## src/logic/gain_ctrl_pkg.sv

```systemverilog
// Constants for the gain and mode serial control port.
// Assumes a 20 MHz system clock sampling the serial pins.
//
// Functional notes
// - Active-low select frames every transfer
// - MSB first, sampled on rising clock
// - Select rising edge copies word to latch
// - Eight bits: bit7 mode, bits6-0 gain
// - Mode 1 high power, 0 low noise
// - Latched gain code drives gain stage
// - All gain codes legal in both modes
// - Enable low disables path, keeps latch
// - Power-down low disables all, clears latch
package gain_ctrl_pkg;
  localparam int WORD_BITS = 8;
  localparam int GAIN_BITS = 7;
  localparam int MODE_BIT = 7;
  localparam int GAIN_MSB = 6;
  localparam int SYNC_STAGES = 3;
  localparam logic [7:0] WORD_RESET = 8'h00;
  localparam logic [3:0] BITS_RESET = 4'h0;
endpackage

```

## src/logic/gain_mode_serial_control.sv

```systemverilog
// Serial control port with storage latch and path enables.
// Assumes select, serial clock and data are asynchronous pins
// sampled by clk, with the serial clock far slower than clk.
`timescale 1ns/1ps
`default_nettype none
module gain_mode_serial_control
(
  input wire logic clk,
  input wire logic reset,
  input wire logic select_n,
  input wire logic serial_clock,
  input wire logic serial_data,
  input wire logic signal_path_enable,
  input wire logic power_down_n,
  output logic high_power_mode,
  output logic low_noise_mode,
  output logic [6:0] gain_code,
  output logic programmable_gain_stage_on,
  output logic [7:0] gain_mode_control_word,
  output logic word_valid
);
  // Three-stage samplers; stage 0 is read only by stage 1
  logic [2:0] sel_sync;
  logic [2:0] sck_sync;
  logic [2:0] sda_sync;
  logic [2:0] en_sync;
  logic [2:0] pd_sync;
  logic sel_q;
  logic sck_q;
  logic next_sel_q;
  logic next_sck_q;
  logic [7:0] shift_word;
  logic [7:0] next_shift_word;
  logic [3:0] bit_count;
  logic [3:0] next_bit_count;
  logic [7:0] next_control_word;
  logic next_word_valid;
  logic sel_low;
  logic sck_rise;
  logic sel_rise;
  logic pd_active;

  // Filtered enable levels, so a glitch of one clk sample on a pin never toggles a stage
  logic en_q;
  logic pd_q;
  logic next_en_q;
  logic next_pd_q;

  // Next values of the registered stage controls
  logic next_high_power_mode;
  logic next_low_noise_mode;
  logic [6:0] next_gain_code;
  logic next_stage_on;

  // Filtered level: changes only when stages 1 and 2 agree
  function automatic logic agreed(input logic [2:0] s, input logic prev);
    agreed = (s[1] == s[2]) ? s[2] : prev;
  endfunction

  // One output stage: both enables up and the mode bit as wanted
  function automatic logic stage_on(
    input logic en,
    input logic pd,
    input logic mode_bit,
    input logic want
  );
    stage_on = en && pd && (mode_bit == want);
  endfunction


  always_ff @(posedge clk)
  begin
    if (reset)
    begin
      sel_sync <= 3'h7;
      sck_sync <= 3'h0;
      sda_sync <= 3'h0;
      en_sync <= 3'h0;
      pd_sync <= 3'h0;
    end
    else
    begin
      sel_sync <= {sel_sync[1:0], select_n};
      sck_sync <= {sck_sync[1:0], serial_clock};
      sda_sync <= {sda_sync[1:0], serial_data};
      en_sync <= {en_sync[1:0], signal_path_enable};
      pd_sync <= {pd_sync[1:0], power_down_n};
    end
  end

  // Edge detection on the filtered select and clock levels
  always_comb
  begin
    next_sel_q = agreed(sel_sync, sel_q);
    next_sck_q = agreed(sck_sync, sck_q);
    sel_low = !next_sel_q;
    sck_rise = next_sck_q && !sck_q;
    sel_rise = next_sel_q && !sel_q;
    // Power-down also kills the serial port; uses the filtered level
    pd_active = !next_pd_q;
  end

  // Enable filters: a level counts once stages 1 and 2 agree
  always_comb
  begin
    next_en_q = agreed(en_sync, en_q);
    next_pd_q = agreed(pd_sync, pd_q);
  end

  // Both filters start low, so the path stays off until the pins settle
  always_ff @(posedge clk)
  begin
    if (reset)
    begin
      en_q <= 1'b0;
      pd_q <= 1'b0;
    end
    else
    begin
      en_q <= next_en_q;
      pd_q <= next_pd_q;
    end
  end


  // Shift and latch next-state logic
  always_comb
  begin
    next_shift_word = shift_word;
    next_bit_count = bit_count;
    next_control_word = gain_mode_control_word;
    next_word_valid = word_valid;
    if (pd_active)
    begin
      next_shift_word = gain_ctrl_pkg::WORD_RESET;
      next_bit_count = gain_ctrl_pkg::BITS_RESET;
      next_control_word = gain_ctrl_pkg::WORD_RESET;
      next_word_valid = 1'b0;
    end
    else if (sel_rise)
    begin
      // latch on select rise
      // Only the last eight bits shifted count; extra leading bits fall off
      next_control_word = shift_word;
      next_word_valid = 1'b1;
      next_bit_count = gain_ctrl_pkg::BITS_RESET;
    end
    else if (sel_low && sck_rise)
    begin
      next_shift_word = {shift_word[6:0], sda_sync[2]};
      if (bit_count != 4'h8)
        next_bit_count = bit_count + 4'h1;
    end
    else if (!sel_low)
    begin
      next_bit_count = gain_ctrl_pkg::BITS_RESET;
    end
  end

  always_ff @(posedge clk)
  begin
    if (reset)
    begin
      sel_q <= 1'b1;
      sck_q <= 1'b0;
      shift_word <= gain_ctrl_pkg::WORD_RESET;
      bit_count <= gain_ctrl_pkg::BITS_RESET;
      gain_mode_control_word <= gain_ctrl_pkg::WORD_RESET;
      word_valid <= 1'b0;
    end
    else
    begin
      sel_q <= next_sel_q;
      sck_q <= next_sck_q;
      shift_word <= next_shift_word;
      bit_count <= next_bit_count;
      gain_mode_control_word <= next_control_word;
      word_valid <= next_word_valid;
    end
  end


  // Output controls from the latch and the filtered enables
  always_comb
  begin
    next_stage_on = en_q && pd_q;
    // bit 7 mode, bits 6-0 gain
    // mode 1 high power, 0 low noise
    next_high_power_mode = stage_on(en_q, pd_q,
      gain_mode_control_word[gain_ctrl_pkg::MODE_BIT], 1'b1);
    next_low_noise_mode = stage_on(en_q, pd_q,
      gain_mode_control_word[gain_ctrl_pkg::MODE_BIT], 1'b0);
    // every code passes in either mode
    // Gain is kept while the path is off, so re-enable needs no rewrite
    next_gain_code = gain_mode_control_word[gain_ctrl_pkg::GAIN_MSB:0];
  end

  // Registered outputs; one clock behind the latch
  always_ff @(posedge clk)
  begin
    if (reset)
    begin
      high_power_mode <= 1'b0;
      low_noise_mode <= 1'b0;
      gain_code <= 7'h00;
      programmable_gain_stage_on <= 1'b0;
    end
    else
    begin
      high_power_mode <= next_high_power_mode;
      low_noise_mode <= next_low_noise_mode;
      gain_code <= next_gain_code;
      programmable_gain_stage_on <= next_stage_on;
    end
  end
endmodule
`default_nettype wire

```

## config.mk

```make
export PLATFORM = sky130hd
export DESIGN_NAME = gain_mode_serial_control
export DESIGN_NICKNAME = d
export VERILOG_FILES = /design/src/logic/gain_ctrl_pkg.sv /design/src/logic/gain_mode_serial_control.sv
export SDC_FILE = /design/constraint.sdc
export NUM_CORES = 1
export LEC_CHECK = 0
export BUFFER_PORTS_ARGS = -buffer_cell sky130_fd_sc_hd__buf_2
export CORE_AREA = 2 2 57 59
export CTS_CLUSTER_DIAMETER = 80
export DETAILED_ROUTE_END_ITERATION = 16
export DIE_AREA = 0 0 59 61
export GPL_TIMING_DRIVEN = 0
export PLACE_DENSITY = 0.72
export SYNTH_ARGS = -nofsm -noshare
export SYNTH_HDL_FRONTEND = slang
export SYNTH_SLANG_ARGS = --single-unit
```

## constraint.sdc

```tcl
create_clock -name clk -period 1.9 [get_ports clk]
set_input_delay 0.475 -clock clk [delete_from_list [all_inputs] [get_ports clk]]
set_output_delay 0.475 -clock clk [all_outputs]
set_load 0.02 [all_outputs]
```

# Word-level counts from Yosys, hierarchy flattened
# Index checks and enable logic that the tools add are counted.
dict set report word_totals {
  wordCells 37
  ff_bits 46
  out_inout_bits 19
  inputBits 7
}
dict set report op_classes {
  muxes 3
  bitwise_logic 3
  reduce_logical 11
  n_eq_ne 4
}
# cell n
set ops {}
lappend ops {{$logic_and 1x1->1} 6}
lappend ops {{$eq 1x1->1} 4}
lappend ops {{$logic_not 1->1} 3}
lappend ops {{$mux 1} 3}
lappend ops {{$not 1->1} 3}
lappend ops {{$reduce_and 2->1} 1}
lappend ops {{$reduce_or 2->1} 1}

# Logic depth before layout (Yosys ltp)
# Gate-level depths: netlist (run 1).
dict set report depth {
  depth_word 5
  mapped_depth 5
}

# Least setup slack after synthesis (run 1)
# OpenSTA, ideal clock, no wires.
dict set report synth_path {
  kind {input-to-reg}
  start {input reset}
  end {register gain_mode_control_word[0]}
  path_slack_ns 0.559
  arrival_time_ns 1.224
  path_buffers 3
  stages 5
  path_cell_list {clkbuf_1 a21o_1 buf_2 buf_2 nor2_1}
}
dict set report synth_via {
  elab_chain_cells 1
}
# element line_no
set synth_rtl {}
lappend synth_rtl {{start, declared} gain_mode_serial_control.sv:9} ;# input wire logic reset,
lappend synth_rtl {{$reduce_or 2->1 (no source line)} -}
lappend synth_rtl {{end signal, assigned} gain_mode_serial_control.sv:168} ;# gain_mode_control_word <= gain_ctrl_pkg::WORD_RESET;
lappend synth_rtl {{end signal, assigned} gain_mode_serial_control.sv:177} ;# gain_mode_control_word <= next_control_word;
lappend synth_rtl {{end, declared} gain_mode_serial_control.sv:19} ;# output logic [7:0] gain_mode_control_word,
# No other way between the ends.
# A chain may end at the register's enable or synchronous reset.

# Final worst setup path (run 1)
dict set report layout_path {
  start {register sel_sync[1]}
  end {register shift_word[2]}
}
dict set report layout_via {
  elab_chain_cells 5
  elab_cells_between_ends 7
}
# element line_no
set layout_rtl {}
lappend layout_rtl {{start, declared} gain_mode_serial_control.sv:23} ;# logic [2:0] sel_sync;
lappend layout_rtl {{start signal, assigned} gain_mode_serial_control.sv:83} ;# sel_sync <= {sel_sync[1:0], select_n};
lappend layout_rtl {{$eq 1x1->1 (*)} gain_mode_serial_control.sv:57} ;# agreed = (s[1] == s[2]) ? s[2] : prev;
lappend layout_rtl {{$mux 1 (*)} gain_mode_serial_control.sv:57}
lappend layout_rtl {{$logic_not 1->1 or $logic_and 1x1->1 (tied branches)} {gain_mode_serial_control.sv:96, gain_mode_serial_control.sv:98}}
lappend layout_rtl {{$logic_and 1x1->1 or $not 1->1 (tied branches)} -}
lappend layout_rtl {{$reduce_and 2->1 (no source line) (*)} -}
lappend layout_rtl {{end signal, assigned} gain_mode_serial_control.sv:166} ;# shift_word <= gain_ctrl_pkg::WORD_RESET;
lappend layout_rtl {{end signal, assigned} gain_mode_serial_control.sv:175} ;# shift_word <= next_shift_word;
lappend layout_rtl {{end, declared} gain_mode_serial_control.sv:32} ;# logic [7:0] shift_word;
# Every way passes the cells marked *; elsewhere a longest branch is shown, timed or not.

==> results of run 1 <==
-- final timing paths --
check / startpoint / endpoint / slack (ns) / depth (start not counted)
setup / recovery: sel_sync[1]$_SDFF_PP1_ / shift_word[2]$_SDFFE_PP0P_ / 0.47 / 4
hold / removal: select_n / sel_sync[0]$_SDFF_PP1_ / 0.31 / 2
setup reg to reg: sel_sync[1]$_SDFF_PP1_ / shift_word[2]$_SDFFE_PP0P_ / 0.47 / 4
hold reg to reg: sel_sync[0]$_SDFF_PP1_ / sel_sync[1]$_SDFF_PP1_ / 0.45 / 1
-- flip-flops by register name (all words and copies together), names as in the netlist, 3 cells and up --
register	cells
gain_code	7
pd_sync	3
sck_sync	3
sel_sync	3
gain_mode_control_word	8
shift_word	8
en_sync	3
sda_sync	3
-- metrics by stage --
stage                     instance area (sq um)  setup WS, ns  utilization
after CTS                                  1720         0.468        0.582
after floorplan                            1480         0.559            -
after global routing                       1720         0.361        0.582
final                                      1720         0.471        0.582
after detailed placement                   1640         0.295        0.556
after global placement                     1640         0.325        0.556
-- routing by layer --
| metal | wire length (um) | track usage | vias up |
|---|---|---|---|
| li1 | - | - | 510 |
| met1 | 1080 | 0.179 | 470 |
| met2 | 1130 | 0.240 | 23 |
| met3 | 108 | 0.0512 | 5 |
| met4 | 40 | 0.0877 | 0 |
| met5 | 0 | 0 | - |
-- cell type report --
| cell class | count | area (sq um) | share of cell area |
|---|---|---|---|
| multi-input combinational | 80 | 510 | 0.297 |
| buffer | 8 | 40.0 | 0.0233 |
| tap | 33 | 41.3 | 0.0240 |
| inverter | 2 | 7.51 | 0.00437 |
| timing repair buffer | 24 | 120 | 0.0699 |
| sequential | 46 | 921 | 0.536 |
| clock buffer | 8 | 78.8 | 0.0459 |
-- logic make-up after synthesis --
logic type                 Yosys count  synth area share
and+or+nand+nor                     48             0.204
AOI/OAI and AO/OA                   23            0.0795
DFF                                 46             0.623
buffers and inverters               10            0.0322
muxes                                8            0.0541
adders and majority gates            1           0.00761
-- power by group through the flow --
stage                     sequential, mW  combinational (mW)  clock, mW
after floorplan                     1.00              0.0185          0
after global placement              1.00              0.0268          0
after detailed placement            1.00              0.0280          0
after CTS                          0.983              0.0281      0.548
after global routing               0.985              0.0313      0.587
final                              0.982              0.0272      0.533
-- cell usage in the layout (no fill, tap or decap) --
cell type / synthesis / final
sky130_fd_sc_hd__dfxtp_1: 46 / 46
sky130_fd_sc_hd__buf_2: 2 / 26
sky130_fd_sc_hd__nor2b_1: 19 / 19
sky130_fd_sc_hd__o21ai_0: 11 / 11
sky130_fd_sc_hd__a21oi_1: 11 / 11
sky130_fd_sc_hd__nor2_1: 9 / 9
sky130_fd_sc_hd__mux2i_1: 8 / 8
sky130_fd_sc_hd__clkbuf_1: 5 / 5
sky130_fd_sc_hd__clkbuf_4: 0 / 5
sky130_fd_sc_hd__or3b_1: 4 / 4
sky130_fd_sc_hd__nand2_1: 4 / 4
sky130_fd_sc_hd__or3b_2: 4 / 4
sky130_fd_sc_hd__or2_2: 4 / 4
sky130_fd_sc_hd__clkbuf_8: 0 / 3
sky130_fd_sc_hd__inv_1: 2 / 2
sky130_fd_sc_hd__maj3_2: 1 / 1
sky130_fd_sc_hd__buf_6: 1 / 1
sky130_fd_sc_hd__nand3b_4: 1 / 1
sky130_fd_sc_hd__a21o_1: 1 / 1
sky130_fd_sc_hd__nand3b_1: 1 / 1
sky130_fd_sc_hd__and2_1: 1 / 1
sky130_fd_sc_hd__nor3_1: 1 / 1
==> out/results.txt, run 1 <==
number of maximum-capacitance violations = 0
part of the Yosys area used for sequential elements = 0.623
Yosys top cell area share = 0.623
drt via density = 5.01
cell accounting for the most synthesized area = sky130_fd_sc_hd__dfxtp_1
Max IR drop VDD = 0.430 mV
CP peak stage delay = 0.37 ns
part of the total power dissipated in sequential elements = 0.637
Layout Skew = 0.00584 ns
DIE HEIGHT = 61 um
Final Total Pwr = 1.54 mW
insertion delay to the later sink of the worst-skew pair = 0.34 ns
reported net switching power = 0.299 mW
crit path time final = 1.43 ns
element type at the critical path end = flop
n_diodes = 0
instance count of the mapped netlist = 136
Leakage Power = 0.758 nW
Post-Route Hold Slack = 0.310 ns
initial antenna violation count = 0
count of boundary I/O pins = 26
initial core utilization = 0.501
first drt pass iteration count = 4
Avg WL per Cell = 11.7 um
kind of cell adding the most delay to the critical path = adder cells
Clk pin slew, worst setup/hold paths = 0.12 ns
Final period util = 0.752
final weighted congestion in routability-driven placement = 0.741
CP cell instances = maj3_2 > buf_6 > or3b_1 > a21oi_1
total count of hold-check failures in the final report = 0
Post-CTS Hold Buffers = 0
Slew Limit Fails = 0
GRT Residual Overflow = 0
fraction of layout cells with a size suffix above 1 = 0.268
drc violations = 0
slowest stage cell on the critical path = sky130_fd_sc_hd__maj3_2
die width = 59 um
Rel. slew slack = 0.589
leading post-synthesis cells by cell area = sky130_fd_sc_hd__dfxtp_1 62%, sky130_fd_sc_hd__nor2b_1 8.0%, sky130_fd_sc_hd__mux2i_1 5.4%
vias in the first global route = 917
Synth Register Bits = 46
number of nets in the synthesized netlist = 143
total wire length after detailed routing = 2.35 mm
total setup buffers inserted after CTS = 0
Critical Setup Path Class = flop to flop
Syn-to-layout area delta = 16.2%
class of the tightest hold or removal check = input pin to flop
worst endpoint data arrival time = 1.71 ns
sum of negative setup slack = 0 ns
power density cells = 897 nW/um^2
number of enable-type register cells in the synthesized netlist = 0
CP Max Fanout = 10
number of fill cells = 268
buffer and inverter count on the worst path = 1
total number of clock tree sinks = 46
part of the power in the clock network = 0.346
wire length of the first global-routing pass = 3.93 mm
Data required, critical path = 2.18 ns
async set-reset flop share out of synthesis = 0
post-synth design cell area = 1480 sq um
antenna-violating nets left = 0
unrepaired setup endpoints after global routing = no
Yosys cell types = 20
aggregate global-route resource usage = 0.151
type of origin of the critical path = flop
cell types with the highest counts after synthesis = 46 x sky130_fd_sc_hd__dfxtp_1, 19 x sky130_fd_sc_hd__nor2b_1, 11 x sky130_fd_sc_hd__a21oi_1, 11 x sky130_fd_sc_hd__o21ai_0, 9 x sky130_fd_sc_hd__nor2_1
maximum clock frequency = 700 MHz
count of yosys warnings during synthesis = 0
Avg Synthesized Cell Area = 10.9 sq um
clock tree root driver cell = sky130_fd_sc_hd__clkbuf_4
TritonCTS clock tree = yes
slew at the pin closest to its max-slew limit = 0.617 ns
Setup-failing EPs final = 0
status = finished, final reports clean
H-tree lvl count = 2
Total Die Area = 3600 sq um
post-CTS resize count = 0
Cells after DPL = 193
via total after detailed routing = 1,008
ys flop type = sky130_fd_sc_hd__dfxtp_1
number of nets in the layout = 174
combinational share of power = 0.018
Initial DRC Count = 20
number of non-filler instances in the completed layout = 201
design internal power = 1.24 mW
site row count = 20
top-count cell post-synth = sky130_fd_sc_hd__dfxtp_1
core area = 2950 sq um
maximum number of pins on one net before global-route repair = 14
switching share of power = 0.194
total of buffers placed on input and output ports = 24
buffer depth of the longest clock path = 2
detailed placer's ending HPWL = 1.67 mm
clock buffers created by TritonCTS = 5
(Power assumes the default switching activity.)
==> inputs of run 2 (changes only) <==
Settings changed: CORE_AREA 2 2 57 59 to 2 2 59 61, DIE_AREA 0 0 59 61 to 0 0 61 63, PLACE_DENSITY 0.72 to 0.71.
Clock period 1.9 ns to 1.3 ns, I/O delays scaled along.
==> run 2 against run 1 <==
Compared with the run above: the run now ends with setup timing left; critical endpoint is now shift_word[4]$_SDFFE_PP0P_; clock skew barely moved; hold slack got worse by 0.15 ns; clock power rose by 60%; wire length rose by 5.1%; cell count rose by 6.5%; via count barely moved; combinational power rose by 50%; power rose by 51%.
==> out/results.txt, run 2 (synthesis gave the netlist of run 1 again) <==
status = finished with violations
violated checks = setup timing
TritonCTS clock tree = yes
final worst setup slack = -0.0999 ns (-0.571 ns)
fraction of layout cells with a size suffix above 1 = 0.345 (+0.0774)
Clk pin slew, worst setup/hold paths = 0.12 ns (about the same)
CP peak stage delay = 0.49 ns (+0.12 ns)
power density cells = 1300 nW/um^2 (+45%)
met2 track demand over resource in global routing = 0.226 (-0.0139)
site row count = 21 (+5.0%)
design internal power = 1.90 mW (+52%)
combinational share of power = 0.018 (about the same)
clock tree root driver cell = sky130_fd_sc_hd__clkbuf_4
Layout Skew = 0.00632 ns (+0.000484 ns)
largest registers = gain_mode_control_word: 8 flops, shift_word: 8 flops, gain_code: 7 flops
CP cell instances = maj3_2 > or3b_2 > a21oi_2
maximum clock frequency = 714 MHz (+2.0%)
Setup-failing EPs final = 9 (+9)
Final Total Pwr = 2.33 mW (+51%)
Slew Limit Fails = 0 (unchanged)
total count of hold-check failures in the final report = 0 (unchanged)
most common cell after layout, fill and taps aside = sky130_fd_sc_hd__dfxtp_1
global routing usage on met1 = 0.178 (-0.000991)
type of origin of the critical path = flop
n_diodes = 0 (unchanged)
Critical Setup Path Class = flop to flop
Initial DRC Count = 20 (unchanged)
CP Max Fanout = 8 (-2)
total of buffers placed on input and output ports = 24 (unchanged)
count of boundary I/O pins = 26 (unchanged)
unrepaired setup endpoints after global routing = yes
Total Die Area = 3840 sq um (+6.8%)
wire length of the first global-routing pass = 4.11 mm (+4.7%)
number of maximum-capacitance violations = 0 (unchanged)
class of the tightest hold or removal check = input pin to flop
drt via density = 4.71 (-6.0%)
via total after detailed routing = 1,009 (+0.099%)
vias in the first global route = 929 (+1.3%)
element type at the critical path end = flop
H-tree lvl count = 2 (unchanged)
Data required, critical path = 1.59 ns (-0.59 ns)
core area = 3230 sq um (+9.4%)
maximum number of pins on one net before global-route repair = 14 (unchanged)
detailed placer's ending HPWL = 1.75 mm (+4.9%)
total number of clock tree sinks = 46 (unchanged)
Post-CTS Hold Buffers = 0 (unchanged)
part of the power in the clock network = 0.365 (+0.019)
Syn-to-layout area delta = 21.1%
Rel. slew slack = 0.721 (+0.132)
slew at the pin closest to its max-slew limit = 0.419 ns (-0.198 ns)
aggregate global-route resource usage = 0.148 (-0.00309)
gr busiest metal = met2
buffer depth of the longest clock path = 2 (unchanged)
leading cell types in the layout, fill and taps excluded = 42 x sky130_fd_sc_hd__dfxtp_1, 25 x sky130_fd_sc_hd__buf_2, 19 x sky130_fd_sc_hd__nor2b_1
Max IR drop VDD = 0.828 mV (+93%)
insertion delay to the later sink of the worst-skew pair = 0.35 ns (about the same)
switching share of power = 0.186 (-0.00838)
part of the total power dissipated in sequential elements = 0.617 (-0.020)
clock buffers created by TritonCTS = 5 (unchanged)
Avg WL per Cell = 11.5 um (-1.3%)
DIE HEIGHT = 63 um (+3.3%)
die width = 61 um (+3.4%)
post-place instance area = 1660 sq um (+0.99%)
slowest stage cell on the critical path = sky130_fd_sc_hd__or3b_2
crit path time final = 1.40 ns (-0.0286 ns)
antenna-violating nets left = 0 (unchanged)
final weighted congestion in routability-driven placement = 0.743 (+0.18%)
first drt pass iteration count = 4 (unchanged)
reported net switching power = 0.432 mW (+44%)
sum of negative setup slack = -0.506 ns (-0.506 ns)
drc violations = 0 (unchanged)
worst endpoint data arrival time = 1.69 ns (-0.02 ns)
routing usage on met3 = 0.0683 (+0.0172)
GRT Residual Overflow = 0 (unchanged)
initial antenna violation count = 0 (unchanged)
Final Instance Area = 1790 sq um (+4.1%)
Leakage Power = 0.775 nW (+2.2%)
Final period util = 1.08 (+0.325)
initial core utilization = 0.458 (-0.0432)
number of nets in the layout = 175 (+0.57%)
total wire length after detailed routing = 2.47 mm (+5.1%)
run 2: layout make-up:
class	instances	area, sq um
Timing Repair Buffer	26	135
Sequential cell	46	926
Clock inverter	1	30.0
Inverter	2	7.51
Buffer	7	42.5
Multi-Input combinational cell	80	541
Fill cell	315	1440
Tap cell	46	57.6
Clock buffer	6	51.3
run 2: worst paths after layout:
| path | cells after the start | end | slack [ns] | startpoint |
|---|---|---|---|---|
| setup reg to reg | 3 | shift_word[4]$_SDFFE_PP0P_ | -0.1 | sel_sync[1]$_SDFF_PP1_ |
| setup / recovery | 3 | shift_word[4]$_SDFFE_PP0P_ | -0.1 | sel_sync[1]$_SDFF_PP1_ |
| hold reg to reg | 1 | sck_sync[1]$_SDFF_PP0_ | 0.45 | sck_sync[0]$_SDFF_PP0_ |
| hold / removal | 2 | sel_sync[0]$_SDFF_PP1_ | 0.16 | select_n |
run 2: what timing repair did:
action                     4_1_cts  5_1_grt
setup endpoints to repair       14       18
buffers inserted                 1        1
hold endpoints to repair         0        0
pin swaps                        3        1
resized for setup               10       16
run 2: per-layer routing:
layer | wire length (um) | part of all wire
met1 | 1090 | 0.44
met2 | 1180 | 0.48
met3 | 153 | 0.062
met4 | 48 | 0.019
met5 | 0 | 0
run 2: stage by stage:
step | utilization | instances | hold slack [ns] | setup WS (ns)
after floorplan | - | 136 | 0.389 | -0.00146
after global placement | 0.513 | 206 | 0.400 | -0.119
after detailed placement | 0.513 | 206 | 0.420 | -0.133
after CTS | 0.543 | 213 | 0.151 | -0.0917
after global routing | 0.554 | 214 | 0.142 | -0.157
final | 0.554 | 214 | 0.155 | -0.0999
run 2: power by group through the flow:
stage / registers (mW) / clock network [mW] / logic (mW)
after floorplan: 1.47 / 0 / 0.0270
after global placement: 1.47 / 0 / 0.0389
after detailed placement: 1.47 / 0 / 0.0411
after CTS: 1.44 / 0.875 / 0.0416
after global routing: 1.44 / 0.942 / 0.0465
final: 1.44 / 0.851 / 0.0408
run 2: worst max-delay path: cells and delay by family (launching register included):
family          cells  cell delay [ns]
compound gates      1             0.13
fa+ha+maj           1             0.38
flops               1             0.35
simple gates        1             0.49
==> inputs of run 3 (changes only) <==
Settings changed: ABC_AREA set to 1, CAP_MARGIN set to 20, CELL_PAD_IN_SITES_DETAIL_PLACEMENT set to 1, CELL_PAD_IN_SITES_GLOBAL_PLACEMENT set to 2, CORE_AREA 2 2 59 61 to 2 2 79 81, DIE_AREA 0 0 61 63 to 0 0 81 83, PLACE_DENSITY 0.71 to not set, PLACE_DENSITY_LB_ADDON set to 0.1.
==> run 3 against run 2 <==
Compared with the run above: the flow now finishes without violations; critical path type unchanged; critical endpoint is now gain_mode_control_word[3]$_SDFFE_PP0P_; first-iteration DRC count increased to 2.7 times the previous value; sequential power about the same; largest power group unchanged; sequential share of layout area decreased by 3.8 points; via count increased by 21%; fmax increased by 20%; setup slack improved by 0.23 ns; global-route usage decreased by 2.9 points; non-clock buffer count unchanged; wire length increased by 39%; cell count increased by 42%; combinational power increased by 41%; final area increased by 7.5%.
==> out/results.txt, run 3 <==
Avg WL per Cell = 11.4 um (-1.6%)
post-place instance area = 1790 sq um (+8.0%)
detailed-routed wire length on met3 = 113 um (-26%)
power density cells = 1320 nW/um^2 (+1.5%)
ys flop type = sky130_fd_sc_hd__dfxtp_1
initial core utilization = 0.271 (-0.187)
number of fill cells = 755 (+140%)
number of maximum-capacitance violations = 0 (unchanged)
final worst setup slack = 0.132 ns (+0.232 ns)
Yosys cell types = 21 (+5.0%)
aggregate global-route resource usage = 0.119 (-0.0291)
site row count = 28 (+33%)
DP Worst Slack = -0.0636 ns (+0.0698 ns)
number of non-filler instances in the completed layout = 303 (+42%)
element type at the critical path end = flop
count of yosys warnings during synthesis = 0 (unchanged)
Data required, critical path = 1.50 ns (-0.09 ns)
kind of cell adding the most delay to the critical path = simple AND/OR/NAND/NOR gates
detailed placer's ending HPWL = 2.48 mm (+42%)
leading post-synthesis cells by cell area = sky130_fd_sc_hd__dfxtp_1 58%, sky130_fd_sc_hd__nor2_1 11%, sky130_fd_sc_hd__inv_1 7.4%
worst endpoint data arrival time = 1.36 ns (-0.33 ns)
via total after detailed routing = 1,223 (+21%)
buffer depth of the longest clock path = 2 (unchanged)
antenna-violating nets left = 0 (unchanged)
most common cell after layout, fill and taps aside = sky130_fd_sc_hd__nor2_1
Leakage Power = 0.914 nW (+18%)
fraction of layout cells with a size suffix above 1 = 0.215 (-0.130)
Yosys top cell area share = 0.585 (-0.0381)
number of nets in the layout = 234 (+34%)
drc violations = 0 (unchanged)
clock buffers created by TritonCTS = 5 (unchanged)
insertion delay to the later sink of the worst-skew pair = 0.29 ns (-0.06 ns)
Slew Limit Fails = 0 (unchanged)
maximum clock frequency = 856 MHz (+20%)
type of origin of the critical path = flop
die width = 81 um (+33%)
CP peak stage delay = 0.32 ns (-0.17 ns)
Crit path top cell by count = sky130_fd_sc_hd__nor2_1
Total Die Area = 6720 sq um (+75%)
number of enable-type register cells in the synthesized netlist = 0 (unchanged)
unrepaired setup endpoints after global routing = no
Post-Route Hold Slack = 0.212 ns (+0.0571 ns)
first drt pass iteration count = 4 (unchanged)
largest registers = gain_mode_control_word: 8 flops, shift_word: 8 flops, gain_code: 7 flops
Final Instance Area = 1930 sq um (+7.5%)
Setup-failing EPs final = 0 (-9)
cell types with the highest counts after synthesis = 46 x sky130_fd_sc_hd__dfxtp_1, 46 x sky130_fd_sc_hd__nor2_1, 31 x sky130_fd_sc_hd__inv_1, 31 x sky130_fd_sc_hd__nand2_1, 10 x sky130_fd_sc_hd__a21oi_1
initial antenna violation count = 0 (unchanged)
H-tree lvl count = 2 (unchanged)
clock tree root driver cell = sky130_fd_sc_hd__clkbuf_8
Avg Synthesized Cell Area = 8.12 sq um (-25%)
GRT Residual Overflow = 0 (unchanged)
Critical Setup Path Class = flop to flop
core area = 5820 sq um (+80%)
buffer and inverter count on the worst path = 2 (+2)
Cells after DPL = 293 (+42%)
CP Max Fanout = 10 (+2)
total wire length after detailed routing = 3.44 mm (+39%)
number of nets in the synthesized netlist = 201 (+41%)
met2 wire length = 1.63 mm (+38%)
slew at the pin closest to its max-slew limit = 0.475 ns (+0.0556 ns)
total number of clock tree sinks = 46 (unchanged)
drt via density = 4.04 (-14%)
total count of hold-check failures in the final report = 0 (unchanged)
async set-reset flop share out of synthesis = 0 (unchanged)
TritonCTS clock tree = yes
Rel. slew slack = 0.684 (-0.0371)
Clk pin slew, worst setup/hold paths = 0.09 ns (-0.03 ns)
uppermost metal layer occupied by signal nets = met4
Layout Skew = 0.00639 ns (+0.0000688 ns)
Initial DRC Count = 54 (+170%)
final weighted congestion in routability-driven placement = 0.688 (-7.4%)
n_diodes = 0 (unchanged)
maximum number of pins on one net before global-route repair = 15 (+1)
status = finished, final reports clean
count of boundary I/O pins = 26 (unchanged)
crit path time final = 1.17 ns (-0.232 ns)
post-synth design cell area = 1580 sq um (+6.5%)
class of the tightest hold or removal check = input pin to flop
met1 wire length = 1.66 mm (+52%)
Final period util = 0.898 (-0.179)
total of buffers placed on input and output ports = 24 (unchanged)
instance count of the mapped netlist = 194 (+43%)
cell accounting for the most synthesized area = sky130_fd_sc_hd__dfxtp_1
leading cell types in the layout, fill and taps excluded = 46 x sky130_fd_sc_hd__nor2_1, 45 x sky130_fd_sc_hd__dfxtp_1, 31 x sky130_fd_sc_hd__nand2_1, 31 x sky130_fd_sc_hd__inv_1, 25 x sky130_fd_sc_hd__buf_2
vias in the first global route = 1,315 (+42%)
CP cell instances = inv_1 > nand3_2 > buf_2 > nor2_1 > nor2_1
part of the Yosys area used for sequential elements = 0.585 (-0.0381)
wire length of the first global-routing pass = 6.18 mm (+50%)
Synth Register Bits = 46 (unchanged)
DIE HEIGHT = 83 um (+32%)
Syn-to-layout area delta = 22.2%
Max IR drop VDD = 0.523 mV (-37%)
slowest stage cell on the critical path = sky130_fd_sc_hd__dfxtp_1
run 3: changes by cell type after synthesis, moves of 3 or more:
cell / change
sky130_fd_sc_hd__inv_1: +29
sky130_fd_sc_hd__or3b_2: -4
sky130_fd_sc_hd__or3b_1: -4
sky130_fd_sc_hd__o21ai_0: -10
sky130_fd_sc_hd__nand2_1: +27
sky130_fd_sc_hd__mux2i_1: -8
sky130_fd_sc_hd__nor2_1: +37
sky130_fd_sc_hd__nor2b_1: -19
sky130_fd_sc_hd__nand3_1: +9
sky130_fd_sc_hd__clkbuf_1: -3
run 3: cell families (layout without fill, tap and decap cells):
logic type / Yosys count / count (layout) / share of synthesized area
simple gates: 95 / 95 / 0.258
compound gates: 14 / 14 / 0.0500
buf+inv: 39 / 73 / 0.107
flops: 46 / 46 / 0.585
run 3: path summary, 6_finish.rpt:
check                        start                                     end  slack, ns  cells past startpoint
max               sel_q$_SDFF_PP1_  gain_mode_control_word[3]$_SDFFE_PP0P_       0.13                      5
min                       select_n                  sel_sync[0]$_SDFF_PP1_       0.21                      2
max reg2reg       sel_q$_SDFF_PP1_  gain_mode_control_word[3]$_SDFFE_PP0P_       0.13                      5
min reg2reg  en_sync[0]$_SDFF_PP0_                   en_sync[1]$_SDFF_PP0_       0.41                      2
run 3: layout make-up:
type                       count  area (sq um)  share of cell area
timing repair buffer          26           135              0.0702
clock inverter                 3          40.0              0.0208
multi-input combinational    109           490               0.255
inverter                      32           121              0.0630
buffer                         7          53.8              0.0279
clock buffer                   5          68.8              0.0357
tap                           75          93.8              0.0487
sequential                    46           922               0.479
run 3: metal layers:
metal / up-vias / track usage
met1: 562 / 0.148
li1: 642 / -
met4: 0 / 0.0555
met2: 15 / 0.191
met5: - / 0
met3: 4 / 0.0272
run 3: worst register-to-register path: stages (launching register included):
cell and delay, ns:
sky130_fd_sc_hd__dfxtp_1 0.32, sky130_fd_sc_hd__inv_1 0.10, sky130_fd_sc_hd__nand3_2 0.19, sky130_fd_sc_hd__buf_2 0.25
sky130_fd_sc_hd__nor2_1 0.15, sky130_fd_sc_hd__nor2_1 0.07
run 3: stage by stage:
step                      TNS, ns  total power [mW]   util
after detailed placement   -0.213              1.53  0.308
after global routing            0              2.65  0.331
after global placement    -0.0451              1.53  0.308
final                           0              2.54  0.331
after CTS                       0              2.57  0.327
after floorplan                 0              1.51      -
run 3: power breakdown:
part | total, mW | leakage (nW) | internal (mW) | switching (mW)
clock network | 1.05 | 0.0579 | 0.566 | 0.481
registers | 1.44 | 0.373 | 1.43 | 0.00899
logic | 0.0574 | 0.483 | 0.0230 | 0.0344
run 3: repair_timing:
action | CTS | global route
endpoints found under the setup margin | 8 | 9
buffers inserted | 0 | 2
hold buffers | 0 | 0
gates resized for setup | 1 | 4
pin swaps | 0 | 1
